$ cat config.mk
export PLATFORM = sky130hd
export DESIGN_NAME = pd_vbus_regs
export DESIGN_NICKNAME = d
export VERILOG_FILES = /design/src/pd_vbus_regs_pkg.sv /design/src/pd_vbus_regs.sv
export SDC_FILE = /design/constraint.sdc
export NUM_CORES = 1
export LEC_CHECK = 0
export BUFFER_PORTS_ARGS = -buffer_cell sky130_fd_sc_hd__buf_2
export CAP_MARGIN = 20
export CORE_MARGIN = 2
export CORE_UTILIZATION = 55
export DETAILED_ROUTE_END_ITERATION = 12
export PLACE_DENSITY = 0.88
export SLEW_MARGIN = 15
export SYNTH_ARGS = -nofsm -noshare
export SYNTH_HDL_FRONTEND = slang
export SYNTH_SLANG_ARGS = --single-unit
$ cat constraint.sdc
create_clock -name clk_sys_i -period 2.6 [get_ports clk_sys_i]
set_input_delay 0.52 -clock clk_sys_i [delete_from_list [all_inputs] [get_ports clk_sys_i]]
set_output_delay 0.52 -clock clk_sys_i [all_outputs]
set_load 0.005 [all_outputs]
$ cat src/pd_vbus_regs_pkg.sv
/*
  Package for the port-controller power register bank: register offsets, reset values,
  field widths, code limits and the packed carriers shared by the bank and its users.
  Assumes a byte-wide register port with printed offsets used as the addresses.
*/
`default_nettype none

package pd_vbus_regs_pkg;

  // ****************************************************************
  // Register offsets
  // ****************************************************************
  localparam logic [7:0] TX_PAYLOAD_PORT_OFS     = 8'h51;
  localparam logic [7:0] VOLT_MEAS_LOW_OFS       = 8'h70;
  localparam logic [7:0] VOLT_MEAS_HIGH_OFS      = 8'h71;
  localparam logic [7:0] DISCH_STOP_LOW_OFS      = 8'h74;
  localparam logic [7:0] DISCH_STOP_HIGH_OFS     = 8'h75;
  localparam logic [7:0] OVER_TRIP_LOW_OFS       = 8'h76;
  localparam logic [7:0] OVER_TRIP_HIGH_OFS      = 8'h77;
  localparam logic [7:0] UNDER_TRIP_LOW_OFS      = 8'h78;
  localparam logic [7:0] UNDER_TRIP_HIGH_OFS     = 8'h79;
  localparam logic [7:0] TARGET_LOW_OFS          = 8'h7A;
  localparam logic [7:0] TARGET_HIGH_OFS         = 8'h7B;
  localparam logic [7:0] LOAD_CURR_MEAS_OFS      = 8'h80;
  localparam logic [7:0] CABLE_DROP_GAIN_OFS     = 8'h81;
  localparam logic [7:0] CURR_LIMIT_TARGET_OFS   = 8'h82;
  localparam logic [7:0] CONVERTER_SETUP_OFS     = 8'h83;
  localparam logic [7:0] SUPERVISOR_TIMEOUT_OFS  = 8'h84;

  // ****************************************************************
  // Widths, reset values and code limits
  // ****************************************************************
  localparam int unsigned TX_BUF_DEPTH           = 30;
  localparam int unsigned VOLT_W                 = 10;
  localparam int unsigned CURR_W                 = 7;
  localparam int unsigned GAIN_W                 = 6;
  localparam int unsigned TARGET_W               = 16;
  localparam int unsigned TARGET_FINE_W          = 11;
  localparam int unsigned TARGET_COARSE_W        = 10;
  localparam logic [9:0]  DISCH_STOP_RST         = 10'h020;
  localparam logic [9:0]  DISCH_FLOOR_MAX        = 10'h018;
  localparam logic [9:0]  DISCH_FLOOR_LEVEL      = 10'h014;
  localparam logic [9:0]  DISCH_IGNORE_MASK      = 10'h3FC;
  localparam logic [7:0]  CURR_LIMIT_RST         = 8'h80;
  localparam logic [7:0]  CONVERTER_SETUP_RST    = 8'h74;
  localparam logic [1:0]  SUPERVISOR_TIMEOUT_RST = 2'h0;
  localparam logic [10:0] COARSE_TARGET_MIN      = 11'h0A5;
  localparam logic [10:0] COARSE_TARGET_MAX      = 11'h3FF;
  localparam logic [10:0] FINE_TARGET_MIN        = 11'h14A;
  localparam logic [10:0] FINE_TARGET_MAX        = 11'h7FF;

  // ****************************************************************
  // Carriers
  // ****************************************************************
  typedef struct packed {
    logic [2:0] ramp_peak_sel;
    logic [1:0] switch_freq_sel;
    logic       sync_dir_in;
    logic [1:0] spread_sel;
  } converter_cfg_t;

  typedef struct packed {
    logic       valid;
    logic [9:0] code;
  } volt_sample_t;

  typedef enum logic [1:0] {
    TXB_AWAIT_COUNT = 2'b00,
    TXB_TAKING      = 2'b01,
    TXB_FILLED      = 2'b11
  } txb_state_t;

endpackage

`default_nettype wire

$ cat src/pd_vbus_regs.sv
/*
  Power and transmit-payload register bank of a USB Type-C port controller.
  Assumes a byte-wide register port (address, write strobe, read strobe) decoded by an
  I2C target outside, which pulses xact_start_i at the start of every write transaction.
  ADC results arrive as one-cycle valid pulses; the PHY reports each finished attempt.
*/
`default_nettype none

module pd_vbus_regs #(
  parameter int unsigned TX_DEPTH = pd_vbus_regs_pkg::TX_BUF_DEPTH
) (
  // Clock and reset
  input  wire logic                             clk_sys_i,
  input  wire logic                             sys_rst_i,
  // Register port
  input  wire logic [7:0]                       reg_addr_i,
  input  wire logic                             reg_wr_i,
  input  wire logic [7:0]                       reg_wdata_i,
  input  wire logic                             reg_rd_i,
  input  wire logic                             xact_start_i,
  output logic [7:0]                            reg_rdata_o,
  // Transmit path
  input  wire logic                             tx_start_i,
  input  wire logic                             tx_done_i,
  input  wire logic [4:0]                       tx_rd_idx_i,
  output logic                                  tx_req_o,
  output logic [4:0]                            tx_len_o,
  output logic [7:0]                            tx_rd_data_o,
  output logic                                  tx_overflow_o,
  // Measurements
  input  wire pd_vbus_regs_pkg::volt_sample_t   volt_sample_i,
  input  wire logic                             curr_valid_i,
  input  wire logic [6:0]                       curr_code_i,
  // Alarms
  input  wire logic                             volt_alarm_disable_n_i,
  input  wire logic                             over_flag_clr_i,
  input  wire logic                             under_flag_clr_i,
  output logic                                  over_volt_flag_o,
  output logic                                  under_volt_flag_o,
  // Output voltage target
  input  wire logic                             fine_target_step_i,
  input  wire logic                             apply_custom_voltage_cmd_i,
  output logic [10:0]                           target_code_o,
  output logic                                  target_in_range_o,
  // Converter settings
  output logic [9:0]                            discharge_stop_level_o,
  output logic [5:0]                            cable_drop_gain_o,
  output logic [7:0]                            current_limit_target_o,
  output pd_vbus_regs_pkg::converter_cfg_t      converter_cfg_o,
  output logic [1:0]                            supervisor_timeout_o
);

  // ****************************************************************
  // Storage
  // ****************************************************************
  logic [7:0]                       tx_buf_q [TX_DEPTH];
  logic [4:0]                       tx_ptr_q;
  logic [7:0]                       tx_remain_q;
  logic                             tx_req_q;
  logic                             tx_ovf_q;
  pd_vbus_regs_pkg::txb_state_t     txb_state_q;
  logic [9:0]                       vbus_meas_q;
  logic [6:0]                       curr_meas_q;
  logic [9:0]                       disch_stop_q;
  logic [9:0]                       over_trip_q;
  logic [9:0]                       under_trip_q;
  logic [15:0]                      target_stage_q;
  logic [10:0]                      target_q;
  logic [5:0]                       gain_q;
  logic [7:0]                       ilim_q;
  pd_vbus_regs_pkg::converter_cfg_t conv_q;
  logic [1:0]                       timeout_q;
  logic                             over_cond_q;
  logic                             under_cond_q;
  logic                             over_flag_q;
  logic                             under_flag_q;
  logic [7:0]                       rdata_q;
  logic [10:0]                      stage_code;
  logic                             wr_txport;
  logic                             buf_store;

  function automatic logic wr_at(input logic [7:0] ofs);
    wr_at = reg_wr_i && (reg_addr_i == ofs);
  endfunction

  // ****************************************************************
  // Transmit payload port
  // ****************************************************************
  assign wr_txport = wr_at(pd_vbus_regs_pkg::TX_PAYLOAD_PORT_OFS);
  // Bytes past the buffer end are dropped and flagged rather than wrapping over the header.
  assign buf_store = wr_txport && (txb_state_q == pd_vbus_regs_pkg::TXB_TAKING)
                     && (tx_ptr_q < 5'(TX_DEPTH)) && !xact_start_i;

  always_ff @(posedge clk_sys_i) begin
    if (sys_rst_i || tx_done_i) begin
      txb_state_q <= pd_vbus_regs_pkg::TXB_AWAIT_COUNT;
      tx_remain_q <= 8'h00;
      tx_ptr_q    <= 5'h00;
    end else if (xact_start_i) begin
      txb_state_q <= pd_vbus_regs_pkg::TXB_AWAIT_COUNT;
    end else if (wr_txport) begin
      case (txb_state_q)
        pd_vbus_regs_pkg::TXB_AWAIT_COUNT: begin
          tx_remain_q <= reg_wdata_i;
          txb_state_q <= (reg_wdata_i == 8'h00) ? pd_vbus_regs_pkg::TXB_FILLED : pd_vbus_regs_pkg::TXB_TAKING;
        end
        pd_vbus_regs_pkg::TXB_TAKING: begin
          tx_remain_q <= tx_remain_q - 8'h01;
          if (buf_store) begin
            tx_ptr_q <= tx_ptr_q + 5'h01;
          end
          if (tx_remain_q == 8'h01) begin
            txb_state_q <= pd_vbus_regs_pkg::TXB_FILLED;
          end
        end
        pd_vbus_regs_pkg::TXB_FILLED: begin
          txb_state_q <= pd_vbus_regs_pkg::TXB_FILLED;
        end
        default: begin
          txb_state_q <= pd_vbus_regs_pkg::TXB_AWAIT_COUNT;
        end
      endcase
    end
  end

  for (genvar e = 0; e < TX_DEPTH; e++) begin : g_txbuf
    always_ff @(posedge clk_sys_i) begin
      if (sys_rst_i || tx_done_i) begin
        tx_buf_q[e] <= 8'h00;
      end else if (buf_store && (tx_ptr_q == 5'(e))) begin
        tx_buf_q[e] <= reg_wdata_i;
      end
    end
  end

  always_ff @(posedge clk_sys_i) begin
    if (sys_rst_i) begin
      tx_req_q <= 1'b0;
      tx_ovf_q <= 1'b0;
    end else begin
      // A finished attempt outranks a new request in the same cycle.
      tx_req_q <= tx_done_i ? 1'b0 : (tx_start_i | tx_req_q);
      tx_ovf_q <= tx_done_i ? 1'b0 : (tx_ovf_q | (wr_txport && (txb_state_q == pd_vbus_regs_pkg::TXB_TAKING)
                                                  && !xact_start_i && !buf_store));
    end
  end

  always_ff @(posedge clk_sys_i) begin
    if (sys_rst_i) begin
      tx_rd_data_o <= 8'h00;
    end else begin
      tx_rd_data_o <= (tx_rd_idx_i < 5'(TX_DEPTH)) ? tx_buf_q[tx_rd_idx_i] : 8'h00;
    end
  end

  // ****************************************************************
  // Measurements and alarms
  // ****************************************************************
  always_ff @(posedge clk_sys_i) begin
    if (sys_rst_i) begin
      vbus_meas_q  <= 10'h000;
      over_cond_q  <= 1'b0;
      under_cond_q <= 1'b0;
    end else if (volt_sample_i.valid) begin
      vbus_meas_q  <= volt_sample_i.code;
      over_cond_q  <= volt_sample_i.code > over_trip_q;
      under_cond_q <= volt_sample_i.code < under_trip_q;
    end
  end

  always_ff @(posedge clk_sys_i) begin
    if (sys_rst_i) begin
      curr_meas_q <= 7'h00;
    end else if (curr_valid_i) begin
      curr_meas_q <= curr_code_i;
    end
  end

  // A standing condition sets the flag in the very cycle it is cleared, so nothing is lost.
  always_ff @(posedge clk_sys_i) begin
    if (sys_rst_i) begin
      over_flag_q  <= 1'b0;
      under_flag_q <= 1'b0;
    end else begin
      over_flag_q  <= (over_cond_q && !volt_alarm_disable_n_i) ? 1'b1 : (over_flag_q && !over_flag_clr_i);
      under_flag_q <= (under_cond_q && !volt_alarm_disable_n_i) ? 1'b1 : (under_flag_q && !under_flag_clr_i);
    end
  end

  // ****************************************************************
  // Writable registers
  // ****************************************************************
  always_ff @(posedge clk_sys_i) begin
    if (sys_rst_i) begin
      disch_stop_q <= pd_vbus_regs_pkg::DISCH_STOP_RST;
      over_trip_q  <= 10'h000;
      under_trip_q <= 10'h000;
    end else begin
      if (wr_at(pd_vbus_regs_pkg::DISCH_STOP_LOW_OFS))   disch_stop_q[7:0] <= reg_wdata_i;
      if (wr_at(pd_vbus_regs_pkg::DISCH_STOP_HIGH_OFS))  disch_stop_q[9:8] <= reg_wdata_i[1:0];
      if (wr_at(pd_vbus_regs_pkg::OVER_TRIP_LOW_OFS))    over_trip_q[7:0]  <= reg_wdata_i;
      if (wr_at(pd_vbus_regs_pkg::OVER_TRIP_HIGH_OFS))   over_trip_q[9:8]  <= reg_wdata_i[1:0];
      if (wr_at(pd_vbus_regs_pkg::UNDER_TRIP_LOW_OFS))   under_trip_q[7:0] <= reg_wdata_i;
      if (wr_at(pd_vbus_regs_pkg::UNDER_TRIP_HIGH_OFS))  under_trip_q[9:8] <= reg_wdata_i[1:0];
    end
  end

  always_ff @(posedge clk_sys_i) begin
    if (sys_rst_i) begin
      gain_q    <= 6'h00;
      ilim_q    <= pd_vbus_regs_pkg::CURR_LIMIT_RST;
      conv_q    <= pd_vbus_regs_pkg::CONVERTER_SETUP_RST;
      timeout_q <= pd_vbus_regs_pkg::SUPERVISOR_TIMEOUT_RST;
    end else begin
      if (wr_at(pd_vbus_regs_pkg::CABLE_DROP_GAIN_OFS))    gain_q    <= reg_wdata_i[5:0];
      if (wr_at(pd_vbus_regs_pkg::CURR_LIMIT_TARGET_OFS))  ilim_q    <= reg_wdata_i;
      if (wr_at(pd_vbus_regs_pkg::CONVERTER_SETUP_OFS))    conv_q    <= reg_wdata_i;
      if (wr_at(pd_vbus_regs_pkg::SUPERVISOR_TIMEOUT_OFS)) timeout_q <= reg_wdata_i[1:0];
    end
  end

  // ****************************************************************
  // Output voltage target
  // ****************************************************************
  // The coarse step keeps ten bits and the fine step eleven; upper staged bits are ignored.
  assign stage_code = fine_target_step_i ? target_stage_q[10:0]
                                         : {1'b0, target_stage_q[9:0]};

  always_ff @(posedge clk_sys_i) begin
    if (sys_rst_i) begin
      target_stage_q    <= 16'h0000;
      target_q          <= 11'h000;
      target_in_range_o <= 1'b0;
    end else begin
      if (wr_at(pd_vbus_regs_pkg::TARGET_LOW_OFS))  target_stage_q[7:0]  <= reg_wdata_i;
      if (wr_at(pd_vbus_regs_pkg::TARGET_HIGH_OFS)) target_stage_q[15:8] <= reg_wdata_i;
      if (apply_custom_voltage_cmd_i) begin
        target_q <= stage_code;
        // Out-of-range codes are the host's fault; the bank only reports them.
        target_in_range_o <= fine_target_step_i
          ? (stage_code >= pd_vbus_regs_pkg::FINE_TARGET_MIN && stage_code <= pd_vbus_regs_pkg::FINE_TARGET_MAX)
          : (stage_code >= pd_vbus_regs_pkg::COARSE_TARGET_MIN
             && stage_code <= pd_vbus_regs_pkg::COARSE_TARGET_MAX);
      end
    end
  end

  // ****************************************************************
  // Read path
  // ****************************************************************
  always_ff @(posedge clk_sys_i) begin
    if (sys_rst_i) begin
      rdata_q <= 8'h00;
    end else if (reg_rd_i) begin
      case (reg_addr_i)
        pd_vbus_regs_pkg::VOLT_MEAS_LOW_OFS:      rdata_q <= vbus_meas_q[7:0];
        pd_vbus_regs_pkg::VOLT_MEAS_HIGH_OFS:     rdata_q <= {6'h00, vbus_meas_q[9:8]};
        pd_vbus_regs_pkg::DISCH_STOP_LOW_OFS:     rdata_q <= disch_stop_q[7:0];
        pd_vbus_regs_pkg::DISCH_STOP_HIGH_OFS:    rdata_q <= {6'h00, disch_stop_q[9:8]};
        pd_vbus_regs_pkg::OVER_TRIP_LOW_OFS:      rdata_q <= over_trip_q[7:0];
        pd_vbus_regs_pkg::OVER_TRIP_HIGH_OFS:     rdata_q <= {6'h00, over_trip_q[9:8]};
        pd_vbus_regs_pkg::UNDER_TRIP_LOW_OFS:     rdata_q <= under_trip_q[7:0];
        pd_vbus_regs_pkg::UNDER_TRIP_HIGH_OFS:    rdata_q <= {6'h00, under_trip_q[9:8]};
        pd_vbus_regs_pkg::TARGET_LOW_OFS:         rdata_q <= target_stage_q[7:0];
        pd_vbus_regs_pkg::TARGET_HIGH_OFS:        rdata_q <= target_stage_q[15:8];
        pd_vbus_regs_pkg::LOAD_CURR_MEAS_OFS:     rdata_q <= {1'b0, curr_meas_q};
        pd_vbus_regs_pkg::CABLE_DROP_GAIN_OFS:    rdata_q <= {2'h0, gain_q};
        pd_vbus_regs_pkg::CURR_LIMIT_TARGET_OFS:  rdata_q <= ilim_q;
        pd_vbus_regs_pkg::CONVERTER_SETUP_OFS:    rdata_q <= conv_q;
        pd_vbus_regs_pkg::SUPERVISOR_TIMEOUT_OFS: rdata_q <= {6'h00, timeout_q};
        default:                                  rdata_q <= 8'h00;
      endcase
    end
  end

  // ****************************************************************
  // Outputs
  // ****************************************************************
  assign reg_rdata_o            = rdata_q;
  assign tx_req_o               = tx_req_q;
  assign tx_len_o               = tx_ptr_q;
  assign tx_overflow_o          = tx_ovf_q;
  assign over_volt_flag_o       = over_flag_q;
  assign under_volt_flag_o      = under_flag_q;
  assign target_code_o          = target_q;
  assign discharge_stop_level_o = (disch_stop_q <= pd_vbus_regs_pkg::DISCH_FLOOR_MAX)
                                  ? pd_vbus_regs_pkg::DISCH_FLOOR_LEVEL
                                  : (disch_stop_q & pd_vbus_regs_pkg::DISCH_IGNORE_MASK);
  assign cable_drop_gain_o      = gain_q;
  assign current_limit_target_o = ilim_q;
  assign converter_cfg_o        = conv_q;
  assign supervisor_timeout_o   = timeout_q;

  // ****************************************************************
  // Checks
  // ****************************************************************
  tx_clear_after_a: assert property (@(posedge clk_sys_i) disable iff (sys_rst_i)
    tx_done_i |=> (tx_len_o == 5'h00) && !tx_req_o && (txb_state_q == pd_vbus_regs_pkg::TXB_AWAIT_COUNT))
    else $error("Transmit state not cleared after attempt.");
  tx_depth_bound_a: assert property (@(posedge clk_sys_i) disable iff (sys_rst_i)
    tx_len_o <= 5'(TX_DEPTH))
    else $error("Transmit buffer grew past its depth.");
  tx_count_first_a: assert property (@(posedge clk_sys_i) disable iff (sys_rst_i)
    (wr_txport && txb_state_q == pd_vbus_regs_pkg::TXB_AWAIT_COUNT && !tx_done_i && !xact_start_i)
    |=> $stable(tx_len_o) && (tx_remain_q == $past(reg_wdata_i)))
    else $error("Count byte was stored as payload.");
  volt_high_read_a: assert property (@(posedge clk_sys_i) disable iff (sys_rst_i)
    (reg_rd_i && reg_addr_i == pd_vbus_regs_pkg::VOLT_MEAS_HIGH_OFS)
    |=> reg_rdata_o == {6'h00, $past(vbus_meas_q[9:8])})
    else $error("Voltage upper bits misplaced.");
  disch_floor_a: assert property (@(posedge clk_sys_i) disable iff (sys_rst_i)
    disch_stop_q <= pd_vbus_regs_pkg::DISCH_FLOOR_MAX |-> discharge_stop_level_o == pd_vbus_regs_pkg::DISCH_FLOOR_LEVEL)
    else $error("Discharge floor not applied.");
  disch_low_bits_a: assert property (@(posedge clk_sys_i) disable iff (sys_rst_i)
    discharge_stop_level_o[1:0] == 2'b00)
    else $error("Discharge threshold low bits not ignored.");
  over_reassert_a: assert property (@(posedge clk_sys_i) disable iff (sys_rst_i)
    (over_cond_q && !volt_alarm_disable_n_i) |=> over_volt_flag_o)
    else $error("Over-voltage flag not set.");
  under_reassert_a: assert property (@(posedge clk_sys_i) disable iff (sys_rst_i)
    (under_cond_q && !volt_alarm_disable_n_i) |=> under_volt_flag_o)
    else $error("Under-voltage flag not set.");
  alarm_disabled_a: assert property (@(posedge clk_sys_i) disable iff (sys_rst_i)
    (!over_volt_flag_o && volt_alarm_disable_n_i) |=> !over_volt_flag_o)
    else $error("Over-voltage flag set while alarms disabled.");
  target_staged_a: assert property (@(posedge clk_sys_i) disable iff (sys_rst_i)
    !apply_custom_voltage_cmd_i |=> $stable(target_code_o))
    else $error("Target moved without the apply command.");
  coarse_width_a: assert property (@(posedge clk_sys_i) disable iff (sys_rst_i)
    (apply_custom_voltage_cmd_i && !fine_target_step_i) |=> target_code_o[10] == 1'b0)
    else $error("Coarse target wider than ten bits.");
  curr_top_zero_a: assert property (@(posedge clk_sys_i) disable iff (sys_rst_i)
    (reg_rd_i && reg_addr_i == pd_vbus_regs_pkg::LOAD_CURR_MEAS_OFS) |=> reg_rdata_o[7] == 1'b0)
    else $error("Current register top bit set.");
  cond_update_a: assert property (@(posedge clk_sys_i) disable iff (sys_rst_i)
    volt_sample_i.valid |=> (over_cond_q == ($past(volt_sample_i.code) > $past(over_trip_q)))
                         && (under_cond_q == ($past(volt_sample_i.code) < $past(under_trip_q))))
    else $error("Alarm comparison not refreshed on conversion.");

endmodule

`default_nettype wire

==> results.rst <==
.. list-table::
   :header-rows: 1

   * - Metric
     - Value
   * - Clock sinks
     - 376
   * - Detailed-route vias per instance
     - 6.41
   * - Global-route wire length before repair
     - 76700 µm
   * - Total vias in the final route
     - 13600
   * - Antenna diode instance count
     - 0
   * - GR Util All Layers
     - 30.3%
   * - Clk_lat worst skew
     - 0.54 ns
   * - # port buffers
     - 120
   * - Final critical delay including setup and external delays
     - 2.49 ns
   * - Number of library cell types mapped by synthesis
     - 63
   * - Pin count of the biggest net entering global routing
     - 82
   * - EDFF count, synth
     - 240
   * - Longest Clk Path Bufs
     - 3
   * - Clock input transition at the sequential cells of the worst setup and hold paths
     - 0.06 ns
   * - Overflow left after global routing
     - 0
   * - Setup skew after layout
     - 0.0231 ns
   * - Final period utilization
     - 95.8%
   * - Effective utilization at floorplan
     - 56.0%
   * - FF-to-FF setup slack
     - 0.32 ns
   * - Critical path peak fanout
     - 4
   * - R2R cell count
     - 5
   * - Worst Hold Path Cells
     - 3
   * - Run status
     - finished clean
   * - Number of global-route vias before repair
     - 13300
   * - Startpoint kind of the worst setup timing path
     - flip-flop
   * - Data required time of the worst path
     - 2.08 ns
   * - Proportion of synthesized chip area in sequential cells
     - 57.8%
   * - Slowest CP cell
     - sky130_fd_sc_hd__or4_1
   * - Total clock buffers created by CTS
     - 39
   * - Hold_sp
     - tx_start_i
   * - Capture instance of the worst register-to-register path
     - tx_buf_q[1][6]$_SDFFCE_PN0P_
   * - Total of warnings raised by yosys
     - 0
   * - Die width
     - 181 µm
   * - Final routed wire length divided by cell count
     - 23.5 µm
   * - Proportion of layout cells with a drive suffix above 1
     - 20.9%
   * - Power density over the cells
     - 661 mW/mm²
   * - Unrepaired setup endpoints after global routing
     - no
   * - Worst min path class
     - input port to flip-flop
   * - # hold bufs at CTS
     - 0
   * - Drc violations
     - 0
   * - Synthesized netlist cell count
     - 1534
   * - Maximum VDD drop
     - 397 µV
   * - Final Hold Fails
     - 0
   * - Cell area after placement
     - 0.0187 mm²
   * - Final weighted congestion in routability-driven placement
     - 1.01
   * - Number of buffer and inverter instances along the worst setup path
     - 1
   * - Clock tree from TritonCTS
     - yes
   * - Number of primary I/O pins
     - 123
   * - Synth Register Bits
     - 376
   * - Vertical die dimension
     - 181 µm
   * - Share of async-settable or async-resettable flops after synthesis
     - 0%
   * - Total number of placement rows
     - 64
   * - Final Max Slew Viols
     - 0
   * - Final standard cell utilization of the core
     - 65.4%
   * - Detailed Route Iter0 Violations
     - 2013
   * - Rel. slew slack
     - 38.8%
   * - Fmax
     - 402 MHz
   * - Cell-by-cell listing of the critical path
     - or4_1 > nor3_2 > or2_2 > buf_2
   * - Number of nets with antenna violations after routing
     - 0
   * - H-tree Lvls
     - 2
   * - Total routed wirelength
     - 49800 µm
   * - Delay of the slowest cell on the worst path
     - 0.56 ns
   * - Number of antenna violations at the first check in global routing
     - 2
   * - R2r startpoint
     - tx_len_o[1]$_SDFFE_PN0P_
   * - Worst-Margin Slew
     - 0.917 ns
   * - Final-report setup violation count
     - 0
   * - Most common flop cell mapped by yosys
     - sky130_fd_sc_hd__edfxtp_1
   * - Category of the most critical setup path
     - flip-flop to output port
   * - Total standard cell area after synthesis
     - 0.0172 mm²
   * - Mean instance size in the synthesized netlist
     - 11.2 µm²
   * - Maximum capacitance violations
     - 0
   * - Worst Path Arrival
     - 1.97 ns
   * - Placement Setup Slack
     - -0.00621 ns
   * - Placeable core region
     - 0.0307 mm²
   * - Fin nets
     - 1771
   * - Final setup TNS
     - 0 ns
   * - Post-route total power
     - 13.3 mW
   * - Min-Delay Endpoint
     - tx_req_o$_SDFF_PN0_
   * - Final non-filler cell area
     - 0.0201 mm²
   * - Static leakage
     - 7.78 nW
   * - First-pass DRT Iterations
     - 6
   * - CTS Root Cell
     - sky130_fd_sc_hd__clkbuf_16
   * - Full die area
     - 0.0327 mm²
   * - Post-route setup slack
     - 0.110 ns
   * - HPWL reported at the end of detailed placement
     - 33900 µm
   * - Synth-to-layout area growth
     - 16.8%
   * - Endpoint class of the critical path
     - output port
   * - Top delay family on crit path
     - simple AND/OR/NAND/NOR gates
sequential cells by signal, indices dropped and copies added (netlist names), 5 cells and up:
register,flops
reg_rdata_o,8
over_trip_q,10
curr_meas_q,7
target_code_o,11
tx_len_o,5
under_trip_q,10
tx_remain_q,8
target_stage_q,16
disch_stop_q,10
tx_buf_q,240
tx_rd_data_o,8
vbus_meas_q,10
current_limit_target_o,8
converter_cfg_o,8
cable_drop_gain_o,6
layout make-up:
class                           count  area (µm²)
Timing Repair Buffer              236        1590
Fill cell                        2217       10600
Clock buffer                       53        1070
Inverter                           33         124
Sequential cell                   376        9930
Tap cell                          396         495
Multi-Input combinational cell   1007        6610
Clock inverter                     18         244
per-layer routing:
layer	track usage [%]	vias up	routed length, µm	share of wire [%]
li1	-	5811	-	-
met1	37.9	6509	17300	35
met2	51.0	1069	24200	49
met3	5.34	203	5570	11
met4	15.2	0	2800	5.6
met5	0	-	0	0
power breakdown:
part | switching [mW] | total [mW] | internal [mW]
Combinational | 0.502 | 0.845 | 0.342
Clock | 2.38 | 5.78 | 3.40
Sequential | 0.0914 | 6.64 | 6.55
cells in the final DEF, fill, tap and decap left out, drive strengths merged, types with 4 or more instances in the layout:
| master | count |
|---|---|
| nor2 | 376 |
| edfxtp | 240 |
| buf | 236 |
| dfxtp | 136 |
| mux2i | 119 |
| nand2 | 89 |
| o21ai | 74 |
| clkbuf | 53 |
| a21oi | 52 |
| mux4 | 48 |
| inv | 34 |
| ha | 26 |
| nor2b | 16 |
| nor3 | 16 |
| nand2b | 15 |
| a22oi | 15 |
| nand3 | 15 |
| a31oi | 14 |
| a211oi | 14 |
| and2 | 12 |
| clkinv | 11 |
| a221oi | 10 |
| a22o | 9 |
| and3 | 8 |
| a311oi | 7 |
| a2111oi | 7 |
| a211o | 6 |
| nor4 | 6 |
| bufinv | 5 |
| or2 | 4 |
| o22a | 4 |
through the flow:
step / hold WS (ns) / instances
6_report: 0.205 / 2119
2_1_floorplan: 0.449 / 1535
4_1_cts: 0.195 / 2119
3_3_place_gp: 0.449 / 2048
5_1_grt: 0.238 / 2119
3_5_place_dp: 0.455 / 2048
tightest hold or removal path: cells and delay by family:
kind                   cells  cell delay (ns)
buffers and inverters      1             0.08
and+or+nand+nor            2             0.09
what timing repair did:
item	in CTS	in global routing
setup endpoints to repair	0	2
resized for setup	0	1
setup buffers	0	0
worst max path at each step:
| stage | from | depth (start not counted) | slack, ns | endpoint |
|---|---|---|---|---|
| 6_report | disch_stop_q[9]$_SDFFE_PP0P_ | 4 | 0.11 | discharge_stop_level_o[4] |
| 5_1_grt | disch_stop_q[9]$_SDFFE_PP0P_ | 4 | 0.08 | discharge_stop_level_o[4] |
| 4_1_cts | disch_stop_q[9]$_SDFFE_PP0P_ | 4 | 0.06 | discharge_stop_level_o[2] |
| 3_5_place_dp | reg_addr_i[2] | 9 | -0.006 | tx_buf_q[25][2]$_SDFFCE_PN0P_ |
| 3_3_place_gp | reg_addr_i[2] | 8 | 0.08 | tx_buf_q[8][3]$_SDFFCE_PN0P_ |
| 2_1_floorplan | reg_wr_i | 7 | -0.13 | tx_buf_q[17][0]$_SDFFCE_PN0P_ |
cells by family after synthesis:
| kind of cell | share of synthesized area (%) |
|---|---|
| AND/OR/NAND/NOR | 14.2 |
| flip-flops | 57.8 |
| AO/OA/AOI/OAI | 8.89 |
| multiplexers | 13.2 |
| buffers and inverters | 3.80 |
| adder cells (fa/ha/maj) | 1.89 |
| XOR/XNOR | 0.153 |
| other | 0.0218 |
cells in the mapped netlist, drive strengths merged (9+ instances only):
library cell  count  area, µm²
edfxtp          240       7210
nor2            376       1420
mux2i           119       1190
nand2b           15       93.8
o21ai            74        370
nand2            89        334
a211oi           14        105
buf              49        267
dfxtp           136       2720
a22o              9       78.8
nand3            15       90.1
a21oi            52        260
mux4             48       1080
a22oi            15        113
inv              33        124
a31oi            14       87.6
a221oi           10       87.6
ha               26        325
and2             12       75.1
clkbuf           70        263
nor2b            16        100
nor3             16       96.4
Power figures use the tool's default switching activity.
